## src/shared/cpm_pkg.sv

```systemverilog
package cpm_pkg;

  // ==========================================================
  // register map
  localparam logic [15:0] OFS_PORTION_WIDTH_ID = 16'h0030;
  localparam logic [15:0] OFS_USAGE_MON_ID     = 16'h0088;
  localparam int          REG_BITS             = 32;

  // ==========================================================
  // field layout
  localparam int PBW_LSB      = 0;
  localparam int PBW_BITS     = 16;
  localparam int CAPTURE_BIT  = 31;
  localparam int RO_BIT       = 30;
  localparam int OFSR_BIT     = 26;
  localparam int MONITOR_INSTANCE_COUNT_LSB  = 0;
  localparam int MONITOR_INSTANCE_COUNT_BITS = 16;

  // ==========================================================
  // limits and reset values
  localparam logic [15:0] PBW_MIN        = 16'h0001;
  localparam logic [15:0] PBW_MAX        = 16'h8000;
  localparam int          PBM_CNT_BITS   = 11;
  localparam logic [31:0] RDATA_RESET    = 32'h0000_0000;
  localparam int          NUM_SPACES     = 4;

  // ==========================================================
  // security spaces, as carried on the access port
  typedef enum logic [1:0] {
    SPACE_SECURE    = 2'h0,
    SPACE_NONSECURE = 2'h1,
    SPACE_ROOT      = 2'h2,
    SPACE_REALM     = 2'h3
  } cpm_space_e;

  // architecture version implemented by the component
  typedef enum logic [1:0] {
    ARCH_V0_1 = 2'h0,
    ARCH_V1_0 = 2'h1,
    ARCH_V1_1 = 2'h2
  } cpm_arch_e;

  // access answer sequencer, one-hot
  typedef enum logic [1:0] {
    ST_IDLE   = 2'h1,
    ST_ANSWER = 2'h2
  } cpm_state_e;

  // ==========================================================
  // helpers
  // width outside 1..32768 is forced into range
  function automatic logic [15:0] cpm_clamp_width(input logic [15:0] w);
    if (w < PBW_MIN)
      return PBW_MIN;
    if (w > PBW_MAX)
      return PBW_MAX;
    return w;
  endfunction

  // 32-bit words needed to hold a bitmap of w bits
  function automatic logic [PBM_CNT_BITS-1:0] cpm_bitmap_regs(
    input logic [15:0] w);
    logic [16:0] sum;
    sum = {1'b0, w} + 17'h0001F;
    return sum[15:5];
  endfunction

  // overflow bitmap indication exists only on 0.1 and 1.1
  function automatic logic cpm_ofsr_defined(input cpm_arch_e a);
    return (a == ARCH_V0_1) || (a == ARCH_V1_1);
  endfunction

endpackage

```

## src/hdl/cpm_id_lookup.sv

```systemverilog
`timescale 1ns/100ps
module cpm_id_lookup #(
  parameter int                 NUM_INST = 2,
  parameter int                 INST_W   = 4,
  parameter cpm_pkg::cpm_arch_e ARCH     = cpm_pkg::ARCH_V1_1,
  parameter logic [4*NUM_INST*16-1:0] PBW_TABLE = {(4*NUM_INST){16'h0010}},
  parameter logic [4*NUM_INST-1:0]    CAPTURE_TABLE = {(4*NUM_INST){1'b1}},
  parameter logic [4*NUM_INST-1:0]    RO_TABLE      = {(4*NUM_INST){1'b0}},
  parameter logic [4*NUM_INST-1:0]    OFSR_TABLE    = {(4*NUM_INST){1'b1}},
  parameter logic [4*NUM_INST*16-1:0] MONITOR_INSTANCE_COUNT_TABLE = {(4*NUM_INST){16'h0008}}
) (
  input  wire logic [4*INST_W-1:0] inst_sel,
  output logic      [4*16-1:0]     portion_width,
  output logic      [4*32-1:0]     usage_mon_word
);

  // ==========================================================
  // one table slice per space; each space reads its own row
  for (genvar s = 0; s < cpm_pkg::NUM_SPACES; s++) begin : g_space
    logic [INST_W-1:0] inst;
    logic [15:0]       pw;
    logic [31:0]       um;
    assign inst = inst_sel[s*INST_W +: INST_W];

    // instance outside the table reads as zero
    // each space builds its own words so one process owns each variable
    always_comb begin
      int idx;
      idx = 0;
      pw  = '0;
      um  = '0;
      if (int'(inst) < NUM_INST) begin
        idx = s*NUM_INST + int'(inst);
        pw = cpm_pkg::cpm_clamp_width(PBW_TABLE[idx*16 +: 16]);
        um[cpm_pkg::CAPTURE_BIT] = CAPTURE_TABLE[idx];
        um[cpm_pkg::RO_BIT]      = RO_TABLE[idx];
        um[cpm_pkg::OFSR_BIT]    =
          OFSR_TABLE[idx] & cpm_pkg::cpm_ofsr_defined(ARCH);
        um[cpm_pkg::MONITOR_INSTANCE_COUNT_LSB +: cpm_pkg::MONITOR_INSTANCE_COUNT_BITS] =
          MONITOR_INSTANCE_COUNT_TABLE[idx*16 +: 16];
      end
    end

    assign portion_width[s*16 +: 16]  = pw;
    assign usage_mon_word[s*32 +: 32] = um;
  end

endmodule

```

## src/hdl/cpm_id_regs.sv

```systemverilog
`timescale 1ns/100ps
module cpm_id_regs #(
  parameter int                 NUM_INST      = 2,
  parameter int                 INST_W        = 4,
  parameter cpm_pkg::cpm_arch_e ARCH          = cpm_pkg::ARCH_V1_1,
  parameter bit                 REALM_PRESENT = 1'b1,
  parameter logic [4*NUM_INST*16-1:0] PBW_TABLE = {(4*NUM_INST){16'h0010}},
  parameter logic [4*NUM_INST-1:0]    CAPTURE_TABLE = {(4*NUM_INST){1'b1}},
  parameter logic [4*NUM_INST-1:0]    RO_TABLE      = {(4*NUM_INST){1'b0}},
  parameter logic [4*NUM_INST-1:0]    OFSR_TABLE    = {(4*NUM_INST){1'b1}},
  parameter logic [4*NUM_INST*16-1:0] MONITOR_INSTANCE_COUNT_TABLE = {(4*NUM_INST){16'h0008}}
) (
  input  wire logic                  ref_clk,
  input  wire logic                  reset_n,
  input  wire logic                  acc_valid,
  input  wire logic                  acc_write,
  input  wire logic [1:0]            acc_space,
  input  wire logic [15:0]           acc_addr,
  output logic                       acc_ready,
  output logic      [31:0]           acc_rdata,
  output logic                       acc_resp_valid,
  output logic                       acc_resp_err,
  input  wire logic [4*INST_W-1:0]   part_sel_instance,
  input  wire logic [4*16-1:0]       mon_selector,
  output logic      [3:0]            mon_selector_ok,
  output logic      [4*11-1:0]       bitmap_reg_count
);

  // ==========================================================
  // per-space identification values for the selected instance
  logic [4*16-1:0] portion_width;
  logic [4*32-1:0] usage_mon_word;

  cpm_id_lookup #(
    .NUM_INST      (NUM_INST),
    .INST_W        (INST_W),
    .ARCH          (ARCH),
    .PBW_TABLE     (PBW_TABLE),
    .CAPTURE_TABLE (CAPTURE_TABLE),
    .RO_TABLE      (RO_TABLE),
    .OFSR_TABLE    (OFSR_TABLE),
    .MONITOR_INSTANCE_COUNT_TABLE (MONITOR_INSTANCE_COUNT_TABLE)
  ) u_lookup (
    .inst_sel       (part_sel_instance),
    .portion_width  (portion_width),
    .usage_mon_word (usage_mon_word)
  );

  // ==========================================================
  // access sequencer
  cpm_pkg::cpm_state_e state;
  cpm_pkg::cpm_state_e next_state;
  logic                take;

  // one request in flight; the answer cycle blocks the next
  assign acc_ready = (state == cpm_pkg::ST_IDLE);
  assign take      = acc_valid && acc_ready;

  always_comb begin
    next_state = state;
    unique case (state)
      cpm_pkg::ST_IDLE: begin
        if (take)
          next_state = cpm_pkg::ST_ANSWER;
      end
      cpm_pkg::ST_ANSWER: begin
        next_state = cpm_pkg::ST_IDLE;
      end
      default: begin
        next_state = cpm_pkg::ST_IDLE;
      end
    endcase
  end

  always_ff @(posedge ref_clk or negedge reset_n) begin
    if (!reset_n)
      state <= cpm_pkg::ST_IDLE;
    else
      state <= next_state;
  end

  // ==========================================================
  // address decode and read mux
  logic [1:0]  sp;
  logic        space_open;
  logic        hit_pw;
  logic        hit_um;
  logic [31:0] next_rdata;

  assign sp = acc_space;
  // root and realm pages exist only with the realm feature
  assign space_open = REALM_PRESENT ||
                      (sp == cpm_pkg::SPACE_SECURE) ||
                      (sp == cpm_pkg::SPACE_NONSECURE);
  assign hit_pw = (acc_addr == cpm_pkg::OFS_PORTION_WIDTH_ID);
  assign hit_um = (acc_addr == cpm_pkg::OFS_USAGE_MON_ID);

  // the monitor-select instance field is never looked at here
  always_comb begin
    next_rdata = cpm_pkg::RDATA_RESET;
    if (space_open && hit_pw)
      next_rdata[cpm_pkg::PBW_LSB +: cpm_pkg::PBW_BITS] =
        portion_width[sp*16 +: 16];
    else if (space_open && hit_um)
      next_rdata = usage_mon_word[sp*32 +: 32];
  end

  // ==========================================================
  // answer registers; writes are answered but change nothing
  always_ff @(posedge ref_clk or negedge reset_n) begin
    if (!reset_n) begin
      acc_rdata      <= cpm_pkg::RDATA_RESET;
      acc_resp_valid <= 1'b0;
      acc_resp_err   <= 1'b0;
    end else begin
      acc_resp_valid <= take;
      if (take) begin
        acc_rdata    <= acc_write ? cpm_pkg::RDATA_RESET
                                  : next_rdata;
        acc_resp_err <= !(hit_pw || hit_um);
      end
    end
  end

  // ==========================================================
  // derived status: bitmap word count and selector range check
  for (genvar s = 0; s < cpm_pkg::NUM_SPACES; s++) begin : g_stat
    logic [15:0] nmon;
    logic [10:0] regs_cnt;
    logic        sel_ok;
    assign nmon = usage_mon_word[s*32 + cpm_pkg::MONITOR_INSTANCE_COUNT_LSB +: 16];

    // per-space flops; the output vectors are only wired together below
    always_ff @(posedge ref_clk or negedge reset_n) begin
      if (!reset_n) begin
        regs_cnt <= '0;
        sel_ok   <= 1'b0;
      end else begin
        regs_cnt <=
          cpm_pkg::cpm_bitmap_regs(portion_width[s*16 +: 16]);
        // zero monitors means no selector value is legal
        sel_ok <= (nmon != 16'h0000) &&
          (mon_selector[s*16 +: 16] <= nmon - 16'h0001);
      end
    end

    assign bitmap_reg_count[s*11 +: 11] = regs_cnt;
    assign mon_selector_ok[s]           = sel_ok;
  end

endmodule

```

## config.mk

```make
export PLATFORM = sky130hd
export DESIGN_NAME = cpm_id_regs
export DESIGN_NICKNAME = d
export VERILOG_FILES = /design/src/shared/cpm_pkg.sv /design/src/hdl/cpm_id_lookup.sv /design/src/hdl/cpm_id_regs.sv
export SDC_FILE = /design/constraint.sdc
export NUM_CORES = 1
export LEC_CHECK = 0
export ABC_AREA = 1
export BUFFER_PORTS_ARGS = -buffer_cell sky130_fd_sc_hd__buf_2
export CORE_ASPECT_RATIO = 0.9
export CORE_UTILIZATION = 47
export CTS_CLUSTER_SIZE = 10
export DETAILED_ROUTE_END_ITERATION = 8
export GPL_ROUTABILITY_DRIVEN = 0
export HOLD_SLACK_MARGIN = 0.02
export PLACE_DENSITY = 0.89
export SLEW_MARGIN = 10
export SYNTH_ARGS = -nofsm -noshare
export SYNTH_HDL_FRONTEND = slang
export SYNTH_SLANG_ARGS = --single-unit
```

## constraint.sdc

```tcl
create_clock -name ref_clk -period 2.71 [get_ports ref_clk]
set_input_delay 0.271 -clock ref_clk [delete_from_list [all_inputs] [get_ports ref_clk]]
set_output_delay 0.271 -clock ref_clk [all_outputs]
set_load 0.01 [all_outputs]
```

==> metrics.md <==
| Metric | Value |
|---|---|
| DP Wirelength | 5.285 mm |
| Cts repair resizes | 0 |
| WL per Instance | 10.33 um |
| Peak VDD IR | 0.3292 mV |
| Number of synthesized register bits | 16 |
| Worst Skew | approximately 4.4 ps |
| Final hold vios | 0 |
| Pwr Density | between 200 and 250 mW/mm2 |
| Die ar. | 0.006230 mm2 |
| CP arrival | 2040 ps |
| DR vias | ~2700 |
| Die Width | 83.09 um |
| Leakage | 0.002215 uW |
| Antenna cells | 0 |
| Post-layout minimum cycle time | ~1900 ps |
| HP Class | in -> reg |
| Non-Filler Instances | 594 |
| Global Route Usage Sum | 19.72% |
| Final setup violation count | 0 |
| Synthesis Warnings | 0 |
| Worst-case clock buffer depth | 2 |
| Run status | completed |
| Post-synthesis sequential area ratio | 14.44% |
| Part of the power in registers | 32.3% |
| Crit start category | input port |
| Clock power share | between 20 and 30% |
| Fill cell count | 525 |
| Top Layer Used | met4 |
| Pin count of the biggest net entering global routing | 17 |
| Clk sink count | 16 |
| FFs w/ async S/R, synth | between 90% and 100% |
| Initial antenna violation count | 0 |
| Met2 WL | 3.111 mm |
| Met3 WL | around 350 um |
| Initial Utilization | 48.86% |
| Postcts setup bufs | 0 |
| Synth top area share | approximately a fifth |
| FP Rows | 26 |
| Combinational Power Share | 42.1% |
| Clk slew on worst S/H paths | 60 ps |
| DRC | 0 |
| Net switching power | 287.6 uW |
| GR Overflow Total | 0 |
| Area growth syn-to-layout | 15.29% |
| H-tree depth | 1 |
| EDFF count, synth | 0 |
| Placed cell count | 589 |
| Worst-path fanout max | 10 |
| RSZ-0062 raised after global routing | no |
| DRT met1 WL | 2.543 mm |
| # port buffers | 113 |
| Syn Std Cell Area | ~0.0028 mm2 |
| Number of global-route vias before repair | 2537 |
| Fin Setup TNS | 0 ps |
| Worst setup path class | in -> reg |
| Yosys top cell by area | buf_4 |
| Crit share post-route | between 60% and 70% |
| Final setup margin | about 820 ps |
| Worst slack, placed | ~550 ps |
| Synth area leaders | buf_4 (19%), ha_1 (16%), dfrtp_1 (13%) |
| CTS tree | built |
| Setup crit end kind | flop |
| Max_cap viols | 0 |
| Final Net Count | approximately 660 |
| Post-route ant nets | 0 |
| Required @ worst endpoint | around 2900 ps |
| CTS root buffer | clkbuf_8 |
| Top-count cell post-synth | nand2_1 |
| Main synth FF type | dfrtp_1 |
| Core Box Area | 0.005693 mm2 |
| Final core occ | approximately 56% |
| Vias/cell | 4.626 |
| TritonRoute pass-1 iters | 4 |
| Number of buffers created by CTS | 3 |
| Cells after Synth | 412 |
| Slew Limit Fails | 0 |
| # IOs | 185 |
| Worst-skew pair later-pin latency | 240 ps |
| Mapped Avg Cell Area | 6.751 um2 |
| Hold slack | 314.5 ps |
| First-pass GRT wire length | roughly 10 mm |
| Switch share | between 30% and 40% |
| Commonest cells post-synth | nand2_1 (100), inv_1 (74), buf_4 (72) |
| Starting DRT DRC Count | 69 |
| Layout cell share with drive strength beyond 1 | a little over a quarter |
| Internal | 509.7 uW |
| Die Y | approximately 75 um |
| Final wirelength | 6.136 mm |
| Unique cell type count in the Yosys netlist | 24 |
| Fmax | 0.5295 GHz |
-- critical path: stages --
cell     delay [ps]
buf_2           110
nor2_4          200
nand2_4         110
inv_1           280
ha_1            320
a21o_1          170
nand2_1          60
nand2_1          50
nand2_1          50
nand2_1          50
a21oi_1         130
nand2_1          70
a21oi_1         170
-- worst paths after layout --
path	startpoint	endpoint	slack, ps	cells past startpoint
worst max register to register	state[0]$_DFFE_PN1P_	acc_rdata[26]$_DFFE_PN0P_	1410	6
worst min-delay path	acc_write	acc_rdata[4]$_DFFE_PN0P_	310	4
worst min register to register	acc_rdata[0]$_DFFE_PN0P_	acc_rdata[0]$_DFFE_PN0P_	470	2
max in group asynchronous	reset_n	state[0]$_DFFE_PN1P_	1920	2
min in group asynchronous	reset_n	acc_resp_err$_DFFE_PN0P_	480	2
worst max-delay path	part_sel_instance[3]	g_stat[0].sel_ok$_DFF_PN0_	820	13
-- layout by cell type (no fill, tap or decap) --
cell type | synthesis | final
a21o_1 | 4 | 4
a21oi_1 | 9 | 9
and3_1 | 8 | 8
buf_2 | 0 | 113
clkbuf_8 | 0 | 4
conb_1 | 1 | 67
dfrtp_1 | 15 | 15
dfstp_2 | 1 | 1
dlygate4sd3_1 | 0 | 1
ha_1 | 36 | 36
inv_1 | 74 | 74
nand2_1 | 100 | 100
nand2_2 | 4 | 4
nand2_4 | 4 | 4
nand3_1 | 25 | 25
nand3_2 | 8 | 8
nand3b_1 | 5 | 5
nand4_1 | 21 | 21
nor2_1 | 11 | 11
nor2_4 | 4 | 4
nor3_1 | 1 | 1
nor3_2 | 4 | 4
nor4_1 | 1 | 1
o211ai_1 | 1 | 1
o21ai_0 | 2 | 2
o21bai_1 | 1 | 1
-- power by group through the flow --
stage                     Sequential [uW]  Combinational, uW  Clock, uW
after global routing                  259                383        219
after detailed placement              262                332          0
after global placement                260                315          0
final                                 257                336        204
after CTS                             257                335        210
after floorplan                       264                272          0
-- per-layer routing --
metal  up-vias  GRT usage [%]
met4         0          6.705
li1       1398              -
met3        18          2.632
met2       130          38.89
met5         -              0
met1      1202          22.36
-- registers in the layout (all words and copies together), names as in the netlist --
name and count:
state 2, g_stat.sel_ok 4, acc_rdata 4, g_stat.regs_cnt 4, acc_resp_valid 1, acc_resp_err 1
-- what timing repair did --
item,CTS,global route
setup endpoints to repair,0,0
endpoints found under the hold margin,15,0
hold buffers,1,0
-- final cells by class --
cell class | count | area, um2 | share of cell area [%]
timing repair buffer | 114 | 575.6 | 17.95
tap | 70 | 87.58 | 2.731
sequential | 16 | 401.6 | 12.52
clock buffer | 4 | 55.05 | 1.717
multi-input combinational | 316 | 1809 | 56.42
inverter | 74 | 277.8 | 8.662
-- cells by family after synthesis --
kind of cell	after synthesis	share of synthesized area, %
adders and majority gates	36	16.19
AOI/OAI and AO/OA	17	3.599
and+or+nand+nor	196	36.21
other	1	0.1348
DFF	16	14.44
buffers and inverters	146	29.42
-- per-stage QoR --
step           total power (uW)  instance area [um2]
3_5_place_dp              593.3                 3142
4_1_cts                   802.3                 3207
6_report                  797.3                 3207
5_1_grt                   860.7                 3207
2_1_floorplan             536.2                 3029
3_3_place_gp              575.3                 3142
Note: power is estimated with default switching activity, not from simulation.
